==> config.mk <==
export PLATFORM = sky130hd
export DESIGN_NAME = afc_regs
export DESIGN_NICKNAME = d
export VERILOG_FILES = /design/src/verilog/afc_pkg.sv /design/src/verilog/afc_regs.sv
export SDC_FILE = /design/constraint.sdc
export NUM_CORES = 1
export LEC_CHECK = 0
export ABC_CLOCK_PERIOD_IN_PS = 3500
export BUFFER_PORTS_ARGS = -buffer_cell sky130_fd_sc_hd__buf_2
export CAP_MARGIN = 20
export CORE_MARGIN = 5
export CORE_UTILIZATION = 45
export DETAILED_ROUTE_END_ITERATION = 6
export PLACE_DENSITY = 0.7
export SYNTH_ARGS = -nofsm -noshare
export SYNTH_HDL_FRONTEND = slang
export SYNTH_SLANG_ARGS = --single-unit
==> constraint.sdc <==
create_clock -name ref_clk_i -period 3.5 [get_ports ref_clk_i]
set_clock_uncertainty 0.05 [all_clocks]
set_input_delay 0.175 -clock ref_clk_i [delete_from_list [all_inputs] [get_ports ref_clk_i]]
set_output_delay 0.175 -clock ref_clk_i [all_outputs]
set_load 0.1 [all_outputs]
==> src/verilog/afc_pkg.sv <==
// Package: register map, field layout, reset values and codes of the format control bank
//
// How it works
// - A two-bit de-emphasis rate field picks 44.1 kHz (00, reset), 48 kHz (01) or 32 kHz (10), 11 reserved, used only while de-emphasis is on.
// - Audio format codes 000 to 011 pick right-justified input with 24, 20, 18 and 16 bit words.
// - Audio format code 100 picks I2S, 101 (reset) picks left-justified, 110 and 111 are reserved.
// - Bit 5 of the format register picks sharp rolloff when clear (reset) and slow rolloff when set.
// - The attenuation mode bit picks 0.5 dB steps to -63 dB when clear (reset) and 1 dB steps to -100 dB when set.
// - Bit 0 of the phase register leaves output polarity normal when clear (reset) and inverts it when set.
// - Bit 1 makes zero flags high on zero detect when clear (reset) and low when set.
// - Bit 2 gives separate left and right zero flags when clear (reset) and one combined flag with the other unassigned when set.
// - Each attenuator moves one step of the chosen size toward its target every eight sample periods.
// - The de-emphasis enable bit turns de-emphasis off when clear (reset) and on when set.
package afc_pkg;
  // Register indices; byte address is four times the index
  localparam logic [6:0] IDX_DEEMPH = 7'h13;
  localparam logic [6:0] IDX_FORMAT = 7'h14;
  localparam logic [6:0] IDX_ATTMODE = 7'h15;
  localparam logic [6:0] IDX_PHASE = 7'h16;
  localparam logic [6:0] IDX_ATTL = 7'h30;
  localparam logic [6:0] IDX_ATTR = 7'h31;
  localparam logic [6:0] IDX_ZERO_IN = 7'h32;
  localparam logic [6:0] IDX_STATUS = 7'h33;
  // Control word layout
  localparam int CW_TOP = 15;
  localparam int CW_IDX_HI = 14;
  localparam int CW_IDX_LO = 8;
  // Field positions
  localparam int DEEMPH_EN_BIT = 4;
  localparam int DEEMPH_RATE_LO = 5;
  localparam int FMT_LO = 0;
  localparam int ROLLOFF_BIT = 5;
  localparam int ATT_MODE_BIT = 0;
  localparam int PHASE_BIT = 0;
  localparam int ZPOL_BIT = 1;
  localparam int ZCOMB_BIT = 2;
  // Reset values
  localparam logic [1:0] DEEMPH_RATE_RST = 2'h0;
  localparam logic [2:0] FMT_RST = 3'h5;
  localparam logic [7:0] ATT_RST = 8'hFF;
  // Rate codes
  localparam logic [1:0] RATE_44K1 = 2'h0;
  localparam logic [1:0] RATE_48K = 2'h1;
  localparam logic [1:0] RATE_32K = 2'h2;
  // Format codes
  localparam logic [2:0] FMT_RJ24 = 3'h0;
  localparam logic [2:0] FMT_RJ20 = 3'h1;
  localparam logic [2:0] FMT_RJ18 = 3'h2;
  localparam logic [2:0] FMT_RJ16 = 3'h3;
  localparam logic [2:0] FMT_I2S = 3'h4;
  localparam logic [2:0] FMT_LJ = 3'h5;
  // Attenuator floors: below these codes is mute
  localparam logic [7:0] ATT_FLOOR_FINE = 8'h81;
  localparam logic [7:0] ATT_FLOOR_WIDE = 8'h9B;
  // Sample periods per attenuator move of one code
  localparam int SAMPLES_PER_STEP = 8;
  // Default sample period in reference clocks (40 MHz / 48 kHz, rounded down)
  localparam int CLK_HZ = 40000000;
  localparam int FS_HZ = 48000;
  localparam int CLKS_PER_SAMPLE = CLK_HZ / FS_HZ;
  // Serial frame format selections
  typedef enum logic [1:0] {AFC_FRAME_RJ = 2'h0, AFC_FRAME_I2S = 2'h1, AFC_FRAME_LJ = 2'h3,
    AFC_FRAME_BAD = 2'h2} afc_frame_t;
endpackage

==> src/verilog/afc_regs.sv <==
// Format control register bank with Avalon-MM slave and attenuator stepping
//
// Chosen here: the Avalon-MM slave port.
module afc_regs #(
  parameter int CLKS_PER_SAMPLE = afc_pkg::CLKS_PER_SAMPLE
) (
  input wire logic ref_clk_i,
  input wire logic resetn_i,
  input wire logic [7:0] avs_address_i,
  input wire logic avs_read_i,
  input wire logic avs_write_i,
  input wire logic [31:0] avs_writedata_i,
  input wire logic [3:0] avs_byteenable_i,
  output logic [31:0] avs_readdata_o,
  output logic avs_waitrequest_o,
  input wire logic zero_left_i,
  input wire logic zero_right_i,
  output logic deemph_enable_o,
  output logic [1:0] deemph_rate_sel_o,
  output logic [1:0] serial_frame_o,
  output logic [4:0] word_bits_o,
  output logic filter_rolloff_sel_o,
  output logic atten_step_mode_o,
  output logic output_phase_invert_o,
  output logic [7:0] atten_left_o,
  output logic [7:0] atten_right_o,
  output logic left_zero_flag_o,
  output logic right_zero_flag_o
);
  ////////////////////////////////////////////////////////////////////////
  // Elaboration checks
  initial begin
    if (CLKS_PER_SAMPLE < 1)
      $error("CLKS_PER_SAMPLE must be at least one");
  end

  ////////////////////////////////////////////////////////////////////////
  // Bus decode
  logic [6:0] idx;
  logic wr_ok;
  logic rd_busy_r;
  logic [7:0] wdata;
  logic [15:0] cword;
  logic deemph_rate_ok;
  logic fmt_ok;
  logic deemph_en_r;
  logic [1:0] deemph_rate_r;
  logic [2:0] fmt_r;
  logic rolloff_r;
  logic att_mode_r;
  logic phase_r;
  logic zpol_r;
  logic zcomb_r;
  logic [7:0] att_tgt_l_r;
  logic [7:0] att_tgt_r_r;
  logic [7:0] att_cur_l_r;
  logic [7:0] att_cur_r_r;
  logic [$clog2(CLKS_PER_SAMPLE+1)-1:0] smp_cnt_r;
  logic [2:0] step_cnt_r;
  logic step_en;
  logic zl_s1_r;
  logic zl_s2_r;
  logic zr_s1_r;
  logic zr_s2_r;

  assign cword = avs_writedata_i[15:0];
  assign wr_ok = avs_write_i && avs_byteenable_i[0] && !cword[afc_pkg::CW_TOP];
  assign wdata = cword[7:0];
  assign deemph_rate_ok = wdata[afc_pkg::DEEMPH_RATE_LO +: 2] != 2'h3;
  assign fmt_ok = wdata[afc_pkg::FMT_LO +: 3] < 3'h6;

  // Register index from byte address
  function automatic logic [6:0] word_idx(input logic [7:0] a);
    word_idx = {1'h0, a[7:2]};
  endfunction

  assign idx = word_idx(avs_address_i);

  // Reads take one extra cycle: waitrequest drops on the second
  always_ff @(posedge ref_clk_i or negedge resetn_i)
  begin
    if (!resetn_i)
      rd_busy_r <= 1'h0;
    else
      rd_busy_r <= avs_read_i && !rd_busy_r;
  end

  assign avs_waitrequest_o = avs_read_i && !rd_busy_r;

  ////////////////////////////////////////////////////////////////////////
  // Control registers
  always_ff @(posedge ref_clk_i or negedge resetn_i)
  begin
    if (!resetn_i)
    begin
      deemph_en_r <= 1'h0;
      deemph_rate_r <= afc_pkg::DEEMPH_RATE_RST;
      fmt_r <= afc_pkg::FMT_RST;
      rolloff_r <= 1'h0;
      att_mode_r <= 1'h0;
      phase_r <= 1'h0;
      zpol_r <= 1'h0;
      zcomb_r <= 1'h0;
      att_tgt_l_r <= afc_pkg::ATT_RST;
      att_tgt_r_r <= afc_pkg::ATT_RST;
    end
    else if (wr_ok)
    begin
      case (idx)
        afc_pkg::IDX_DEEMPH:
        begin
          deemph_en_r <= wdata[afc_pkg::DEEMPH_EN_BIT];
          if (deemph_rate_ok)
            deemph_rate_r <= wdata[afc_pkg::DEEMPH_RATE_LO +: 2];
        end
        afc_pkg::IDX_FORMAT:
        begin
          if (fmt_ok)
            fmt_r <= wdata[afc_pkg::FMT_LO +: 3];
          rolloff_r <= wdata[afc_pkg::ROLLOFF_BIT];
        end
        afc_pkg::IDX_ATTMODE: att_mode_r <= wdata[afc_pkg::ATT_MODE_BIT];
        afc_pkg::IDX_PHASE:
        begin
          phase_r <= wdata[afc_pkg::PHASE_BIT];
          zpol_r <= wdata[afc_pkg::ZPOL_BIT];
          zcomb_r <= wdata[afc_pkg::ZCOMB_BIT];
        end
        afc_pkg::IDX_ATTL: att_tgt_l_r <= wdata;
        afc_pkg::IDX_ATTR: att_tgt_r_r <= wdata;
        default: ;
      endcase
    end
  end

  ////////////////////////////////////////////////////////////////////////
  // Step timer: one pulse every eight sample periods
  always_ff @(posedge ref_clk_i or negedge resetn_i)
  begin
    if (!resetn_i)
    begin
      smp_cnt_r <= '0;
      step_cnt_r <= 3'h0;
    end
    else if (smp_cnt_r == ($bits(smp_cnt_r))'(CLKS_PER_SAMPLE - 1))
    begin
      smp_cnt_r <= '0;
      step_cnt_r <= step_cnt_r + 3'h1;
    end
    else
      smp_cnt_r <= smp_cnt_r + 1'b1;
  end

  assign step_en = (smp_cnt_r == ($bits(smp_cnt_r))'(CLKS_PER_SAMPLE - 1)) && (step_cnt_r == 3'h7);

  // Next attenuator code one step toward target, mute below mode floor
  function automatic logic [7:0] att_step(input logic [7:0] cur, input logic [7:0] tgt,
                                          input logic wide);
    logic [7:0] floor_v;
    logic [7:0] t;
    floor_v = wide ? afc_pkg::ATT_FLOOR_WIDE : afc_pkg::ATT_FLOOR_FINE;
    t = (tgt < floor_v) ? 8'h00 : tgt;
    if (cur == t)
      att_step = cur;
    else if (cur < t)
      att_step = (cur < floor_v) ? floor_v : cur + 8'h01;
    else
      att_step = (cur <= floor_v) ? 8'h00 : cur - 8'h01;
  endfunction

  always_ff @(posedge ref_clk_i or negedge resetn_i)
  begin
    if (!resetn_i)
    begin
      att_cur_l_r <= afc_pkg::ATT_RST;
      att_cur_r_r <= afc_pkg::ATT_RST;
    end
    else if (step_en)
    begin
      att_cur_l_r <= att_step(att_cur_l_r, att_tgt_l_r, att_mode_r);
      att_cur_r_r <= att_step(att_cur_r_r, att_tgt_r_r, att_mode_r);
    end
  end

  ////////////////////////////////////////////////////////////////////////
  // Zero detect inputs synchronised
  always_ff @(posedge ref_clk_i or negedge resetn_i)
  begin
    if (!resetn_i)
    begin
      zl_s1_r <= 1'h0;
      zl_s2_r <= 1'h0;
      zr_s1_r <= 1'h0;
      zr_s2_r <= 1'h0;
    end
    else
    begin
      zl_s1_r <= zero_left_i;
      zl_s2_r <= zl_s1_r;
      zr_s1_r <= zero_right_i;
      zr_s2_r <= zr_s1_r;
    end
  end

  ////////////////////////////////////////////////////////////////////////
  // Registered outputs
  always_ff @(posedge ref_clk_i or negedge resetn_i)
  begin
    if (!resetn_i)
    begin
      left_zero_flag_o <= 1'h0;
      right_zero_flag_o <= 1'h0;
      deemph_enable_o <= 1'h0;
      deemph_rate_sel_o <= afc_pkg::DEEMPH_RATE_RST;
      serial_frame_o <= afc_pkg::AFC_FRAME_LJ;
      word_bits_o <= 5'h18;
      filter_rolloff_sel_o <= 1'h0;
      atten_step_mode_o <= 1'h0;
      output_phase_invert_o <= 1'h0;
      atten_left_o <= afc_pkg::ATT_RST;
      atten_right_o <= afc_pkg::ATT_RST;
    end
    else
    begin
      // separate or combined flags; unassigned pin held inactive
      if (zcomb_r)
      begin
        left_zero_flag_o <= zpol_r;
        right_zero_flag_o <= (zl_s2_r & zr_s2_r) ^ zpol_r;
      end
      else
      begin
        left_zero_flag_o <= zl_s2_r ^ zpol_r;
        right_zero_flag_o <= zr_s2_r ^ zpol_r;
      end
      deemph_enable_o <= deemph_en_r;
      deemph_rate_sel_o <= deemph_en_r ? deemph_rate_r : afc_pkg::RATE_44K1;
      case (fmt_r)
        afc_pkg::FMT_RJ24: {serial_frame_o, word_bits_o} <= {afc_pkg::AFC_FRAME_RJ, 5'h18};
        afc_pkg::FMT_RJ20: {serial_frame_o, word_bits_o} <= {afc_pkg::AFC_FRAME_RJ, 5'h14};
        afc_pkg::FMT_RJ18: {serial_frame_o, word_bits_o} <= {afc_pkg::AFC_FRAME_RJ, 5'h12};
        afc_pkg::FMT_RJ16: {serial_frame_o, word_bits_o} <= {afc_pkg::AFC_FRAME_RJ, 5'h10};
        afc_pkg::FMT_I2S: {serial_frame_o, word_bits_o} <= {afc_pkg::AFC_FRAME_I2S, 5'h18};
        afc_pkg::FMT_LJ: {serial_frame_o, word_bits_o} <= {afc_pkg::AFC_FRAME_LJ, 5'h18};
        default: {serial_frame_o, word_bits_o} <= {afc_pkg::AFC_FRAME_BAD, 5'h18};
      endcase
      filter_rolloff_sel_o <= rolloff_r;
      atten_step_mode_o <= att_mode_r;
      output_phase_invert_o <= phase_r;
      atten_left_o <= att_cur_l_r;
      atten_right_o <= att_cur_r_r;
    end
  end

  ////////////////////////////////////////////////////////////////////////
  // Read data: status words, one cycle after the request
  always_ff @(posedge ref_clk_i or negedge resetn_i)
  begin
    if (!resetn_i)
      avs_readdata_o <= 32'h0;
    else if (avs_read_i && !rd_busy_r)
    begin
      case (idx)
        afc_pkg::IDX_ATTL: avs_readdata_o <= {24'h0, att_cur_l_r};
        afc_pkg::IDX_ATTR: avs_readdata_o <= {24'h0, att_cur_r_r};
        afc_pkg::IDX_STATUS: avs_readdata_o <= {29'h0, zcomb_r, zr_s2_r, zl_s2_r};
        default: avs_readdata_o <= 32'h0;
      endcase
    end
  end

  ////////////////////////////////////////////////////////////////////////
  // Checks
  property p_phase_follow;
    @(posedge ref_clk_i) disable iff (!resetn_i)
      (wr_ok && word_idx(avs_address_i) == afc_pkg::IDX_PHASE) |-> ##2
        output_phase_invert_o == $past(wdata[afc_pkg::PHASE_BIT], 2);
  endproperty
  a_phase_follow: assert property (p_phase_follow) else $error("phase bit not applied");

  property p_zero_pol;
    @(posedge ref_clk_i) disable iff (!resetn_i)
      (!zcomb_r && $stable(zpol_r)) |=> left_zero_flag_o == ($past(zl_s2_r) ^ $past(zpol_r));
  endproperty
  a_zero_pol: assert property (p_zero_pol) else $error("left zero flag polarity wrong");

  property p_comb_idle;
    @(posedge ref_clk_i) disable iff (!resetn_i)
      zcomb_r |=> left_zero_flag_o == $past(zpol_r);
  endproperty
  a_comb_idle: assert property (p_comb_idle) else $error("unassigned flag not idle");

  property p_rate_gate;
    @(posedge ref_clk_i) disable iff (!resetn_i)
      !deemph_en_r |=> deemph_rate_sel_o == afc_pkg::RATE_44K1 && !deemph_enable_o;
  endproperty
  a_rate_gate: assert property (p_rate_gate) else $error("rate shown while disabled");

  property p_rate_legal;
    @(posedge ref_clk_i) disable iff (!resetn_i)
      deemph_rate_r != 2'h3;
  endproperty
  a_rate_legal: assert property (p_rate_legal) else $error("reserved rate stored");

  property p_fmt_rj16;
    @(posedge ref_clk_i) disable iff (!resetn_i)
      fmt_r == afc_pkg::FMT_RJ16 |=> word_bits_o == 5'h10 && serial_frame_o == afc_pkg::AFC_FRAME_RJ;
  endproperty
  a_fmt_rj16: assert property (p_fmt_rj16) else $error("16-bit right-justified wrong");

  property p_fmt_legal;
    @(posedge ref_clk_i) disable iff (!resetn_i)
      fmt_r < 3'h6 ##1 1'b1 |-> serial_frame_o != afc_pkg::AFC_FRAME_BAD;
  endproperty
  a_fmt_legal: assert property (p_fmt_legal) else $error("reserved format shown");

  property p_att_one_step;
    @(posedge ref_clk_i) disable iff (!resetn_i)
      !step_en |=> $stable(att_cur_l_r);
  endproperty
  a_att_one_step: assert property (p_att_one_step) else $error("attenuator moved off tick");

  property p_rolloff;
    @(posedge ref_clk_i) disable iff (!resetn_i)
      $changed(rolloff_r) |=> filter_rolloff_sel_o == $past(rolloff_r);
  endproperty
  a_rolloff: assert property (p_rolloff) else $error("rolloff not applied");

  property p_mode;
    @(posedge ref_clk_i) disable iff (!resetn_i)
      $changed(att_mode_r) |=> atten_step_mode_o == $past(att_mode_r);
  endproperty
  a_mode: assert property (p_mode) else $error("step mode not applied");
endmodule // afc_regs

; Yosys cells after proc, flatten, opt, wreduce, memory -nomap -nowiden
; Index checks and enable logic that the tools add are counted.
[totals]
input_bits = 50
out_inout_bits = 64
reg_bits = 124
elab_cells = 103
[classes]
magnitude_cmp = 9
addsub = 6
n_reduce_logical = 18
n_eq_ne = 17
muxes = 16
bitwise_logic = 6
[op_table]
columns = cell, count
row1 = $mux 8, 8
row2 = $lt 8x8->1, 6
row3 = $eq 6x5->1 const B, 4
row4 = $pmux 8 s3, 1
row5 = $eq 6x6->1 const B, 3
row6 = $add 8x1->8 const B, 2
row7 = $eq 8x8->1, 2
row8 = $le 8x8->1, 2
row9 = $reduce_and 2->1, 8
row10 = $sub 8x1->8 const B, 2
row11 = $pmux 4 s3, 1
row12 = $add 10x1->10 const B, 1
row13 = $eq 10x10->1 const B, 1
row14 = $mux 10, 1
row15 = $eq 3x3->1 const B, 3
row16 = $eq 3x2->1 const B, 2
row17 = $pmux 2 s3, 1
row18 = $reduce_and 3->1, 2
row19 = $mux 5, 1
row20 = $logic_and 1x1->1, 4
row21 = $reduce_or 4->1, 1
row22 = $add 3x1->3 const B, 1
row23 = $eq 3x1->1 const B, 1
row24 = $logic_not 3->1, 1
row25 = 8 further kinds, 13

; Depth between registers and ports, before layout
[depth]
word_depth = 6
depth_mapped = 16
depth_no_buf = 15

; Worst setup path before layout
; Ideal clock, no wire load.
[synth_timing]
path_type = flip-flop to flip-flop
startpoint = register att_mode_r
endpoint = register att_cur_l_r[6]
path_stages_with_launch = 16
path_slack_ns = 0.196
setup_time_ns = 0.083
required_ns = 3.367
arrival_time_ns = 3.171
n_path_buf = 1
period_less_slack_ns = 3.304
cell_sequence = dfrtp_1 > inv_1 > ha_1 > a211oi_1 > nor2b_1 > o21ai_0 > a21boi_0 > nand2_1 > ha_1 > a21o_1 > a2111oi_4 > buf_4 > nand4_1 > o41ai_1 > a31oi_1 > a41oi_1
[synth_via]
elab_chain_len = 6
elab_cells_between_ends = 12
classes_between = 4 x order compare / 1 x eq/ne / 5 x mux / 1 x bitwise / 1 x reduce/logical
[synth_rtl]
columns = item, line
row1 = start: declaration, afc_regs.sv:50  ; logic att_mode_r;
row2 = start signal: assignment, afc_regs.sv:122  ; afc_pkg::IDX_ATTMODE: att_mode_r <= wdata[afc_pkg::ATT_MODE_BIT];
row3 = $mux 5 (*), afc_regs.sv:161  ; floor_v = wide ? afc_pkg::ATT_FLOOR_WIDE : afc_pkg::ATT_FLOOR_FINE;
row4 = branches (longest 5 deep; another with $lt 8x8->1), -
row5 = end signal: assignment, afc_regs.sv:175  ; att_cur_l_r <= afc_pkg::ATT_RST;
row6 = end signal: assignment, afc_regs.sv:180  ; att_cur_l_r <= att_step(att_cur_l_r, att_tgt_l_r, att_mode_r);
row7 = end: declaration, afc_regs.sv:56  ; logic [7:0] att_cur_l_r;
; Every way passes the cells marked *.
; A chain may end at the register's enable or synchronous reset.

; Worst setup path after layout
[layout_timing]
startpoint = register att_mode_r
endpoint = register att_cur_r_r[1]
[layout_via]
elab_chain_len = 6
elab_cells_between_ends = 12
classes_between = 4 x order compare / 1 x eq/ne / 5 x mux / 1 x bitwise / 1 x reduce/logical
[layout_rtl]
columns = item, line
row1 = $mux 5 (*), afc_regs.sv:161
row2 = branches (longest 5 deep; another with $lt 8x8->1), -
row3 = end signal: assignment, afc_regs.sv:176  ; att_cur_r_r <= afc_pkg::ATT_RST;
row4 = end signal: assignment, afc_regs.sv:181  ; att_cur_r_r <= att_step(att_cur_r_r, att_tgt_r_r, att_mode_r);
row5 = end: declaration, afc_regs.sv:57  ; logic [7:0] att_cur_r_r;
; Marks and branches as above.

==> reports/metrics.cfg <==
[run_status]
outcome = completed

[setup_path]
critPathMaxStageDelay_ns = 0.37
cp.depth = 16
criticalPathCategory = reg2reg
rr_worst_depth = 16
cp-start-kind = flop
cp_slowest_cell = o21ai_1
critPathBufInv = 5
crit_path_max_fanout = 9
critical-path-top-delay-family = compound AO/OA/AOI/OAI gates
worstPathRequired_ns = 3.71
cp.arrival_ns = 3.55
cp-end-kind = flop
cp_cell_sequence = inv_2, buf_6, buf_4, ha_1, nor2b_1, o21ai_0, a21boi_0, buf_4, inv_1, ha_1, nand2_1, o21ai_1, nor2_4, or3_1, a21o_1, a22oi_1

[cells_and_area]
fin_nets = 664
utilization = 0.520
area_growth_pct = 14.7
drive_gt1_frac = 0.300
diodes = 0
fin_area_um2 = 6160
num-fill-cells = 1012

[yosys]
yosys-top-cells-area = dfstp_2 (26%), dfrtp_1 (21%), ha_1 (8.4%)
synth_warnings = 0
synth.distinct_cells = 64
ys_seq_elements = 98
synthFlopType = dfstp_2
synthArstFlopShare = 1.00
yosys.area.top_type = dfstp_2
yosysSeqAreaShare = 0.469
synth_top_cell_area_share = 0.259
synth_enable_flop_cells = 0
synthesis.area_um2 = 5380
syn_inst = 510
syn_area_per_cell_um2 = 10.5

[route]
final_antenna_net_count = 0
detail_route.wl_per_cell_um = 15.9
drtIter0Drc = 250
via_per_inst = 5.46
drtPass1Iterations = 7
vias = 3987
wirelength_um = 11600
drcViolationCount = 0

[pwr]
pwr-share-comb = 0.127
power.share.switching = 0.281
intPower_mw = 1.81
vdd_ir_drop_max_mv = 0.187
powerDensity_nw_per_um2 = 408
power_mw = 2.51
power_frac_seq = 0.471
clkPwrFrac = 0.402
p_sw_uw = 706
leakagePower_nw = 2.85

[cts]
clk_latency_ns = 0.35
clk_pin_slew_ns = 0.07
cts_max_level = 3
cts_buffers = 9
cts_tree = done
ctsRootBufferMaster = clkbuf_16
clock_path_buffers = 2
cts.sinks = 98

[die]
dieWidth_um = 119
dieArea_um2 = 14200
fp-row-count = 40
coreArea_um2 = 11900
initial_utilization = 0.453
fp.dieH_um = 119
ioPinCount = 114

[timing]
worst_pin_slew_ns = 0.863
slew_headroom = 0.420
slew_viol_final = 0
period_needed_ns = 3.34
whs_ns = 0.0223
setup_viol = 0
hold_viol_final = 0
fin_crit_sh = 0.954
rsz0062_at_grt = true
fmax_mhz = 300
setup_slack_ns = 0.163

[global_routing]
grt_max_degree = 81
grt_pass1_wl_um = 19400
grt_pass1_vias = 3865
grt_overflow = 0
gr-usage-all-layers = 0.166
antenna_found_initial = 0

[min_path]
hold_class = in2reg
min_path_cells = 2

[placed_design]
dp_hpwl_um = 8330
port_buffers = 59
gp_congestion = 0.844
placed_area_um2 = 5750
dp_slack_ns = 0.136

[run]
max_cap_violations = 0

-- logic make-up after synthesis --
kind of cell / synth area share
and+or+nand+nor: 0.177
DFF: 0.469
AOI/OAI and AO/OA: 0.114
buffers and inverters: 0.0605
adders and majority gates: 0.0838
muxes: 0.0736
xor gates and xnor gates: 0.0212
other: 0.00140
-- cell usage after synthesis, types with 6 or more instances --
library cell  instances
dfrtp_1              45
mux2i_1               8
nand2_1              50
dfstp_2              53
o21ai_0              18
nor2b_1               6
inv_1                14
nor3_1               13
nand4_1               7
xnor2_1               8
and2_1                9
a21oi_1              17
mux2_2               12
mux2_1               14
clkbuf_1             10
or3_1                 9
nor2_1               37
nand3_1              15
buf_4                28
o21ai_1               9
ha_1                 36
nor3b_1               7
and3_1                6
-- final timing paths --
path / end / slack [ns] / start
max in group asynchronous: att_tgt_r_r[2] / 2.44 / resetn_i
worst max register to register: att_cur_r_r[1] / 0.16 / att_mode_r
worst min-delay path: att_tgt_l_r[3] / 0.02 / avs_writedata_i[3]
worst min register to register: zl_s2_r / 0.31 / zl_s1_r
worst max-delay path: att_cur_r_r[1] / 0.16 / att_mode_r
min in group asynchronous: avs_readdata_o[7] / 0.29 / resetn_i
-- per-stage QoR --
step / instances / setup TNS [ns]
4_1_cts: 726 / 0
3_3_place_gp: 707 / 0
5_1_grt: 730 / -0.0263
2_1_floorplan: 534 / 0
6_report: 730 / 0
3_5_place_dp: 707 / 0
-- repair_timing --
| item | 4_1_cts | 5_1_grt |
|---|---|---|
| gates resized for setup | 0 | 8 |
| buffers inserted | 0 | 3 |
| hold endpoints to repair | 32 | 0 |
| hold buffers | 3 | 0 |
| setup endpoints to repair | 0 | 12 |
-- routing by layer --
layer  global-route usage  share of wire
met5                    0              0
met4               0.0637          0.022
met3               0.0385          0.067
met2                0.259           0.46
met1                0.226           0.45
-- cells in the final DEF (no fill, tap or decap), types with 15 or more instances in the layout --
cell,instances
buf_2,58
nor2_1,36
a21oi_1,17
ha_1,36
o21ai_0,18
dfrtp_1,45
nand3_1,15
dfstp_2,53
nand2_1,50
conb_1,26
-- registers in the layout (all words and copies together), names as in the netlist, 2 cells and up --
register / cells
smp_cnt_r: 10
step_cnt_r: 3
att_tgt_r_r: 8
deemph_rate_sel_o: 2
word_bits_o: 3
avs_readdata_o: 8
att_cur_l_r: 8
atten_right_o: 8
att_tgt_l_r: 8
serial_frame_o: 2
att_cur_r_r: 8
atten_left_o: 8
deemph_rate_r: 2
fmt_r: 3
-- layout make-up --
cell class / instances / area (um2) / area share
repair buffers: 76 / 449 / 0.0729
flip-flops and latches: 98 / 2520 / 0.409
clock buffers: 10 / 239 / 0.0388
clock inverters: 6 / 73.8 / 0.0120
multi-input cells: 379 / 2650 / 0.429
well taps: 147 / 184 / 0.0298
inverters: 14 / 52.6 / 0.00853
-- power groups by stage --
stage | Sequential, mW | Clock [mW] | Combinational (mW)
after floorplan | 1.25 | 0 | 0.210
after global placement | 1.20 | 0 | 0.304
after detailed placement | 1.20 | 0 | 0.309
after CTS | 1.18 | 1.04 | 0.313
after global routing | 1.19 | 1.08 | 0.338
final | 1.19 | 1.01 | 0.319
(Power assumes the default switching activity.)
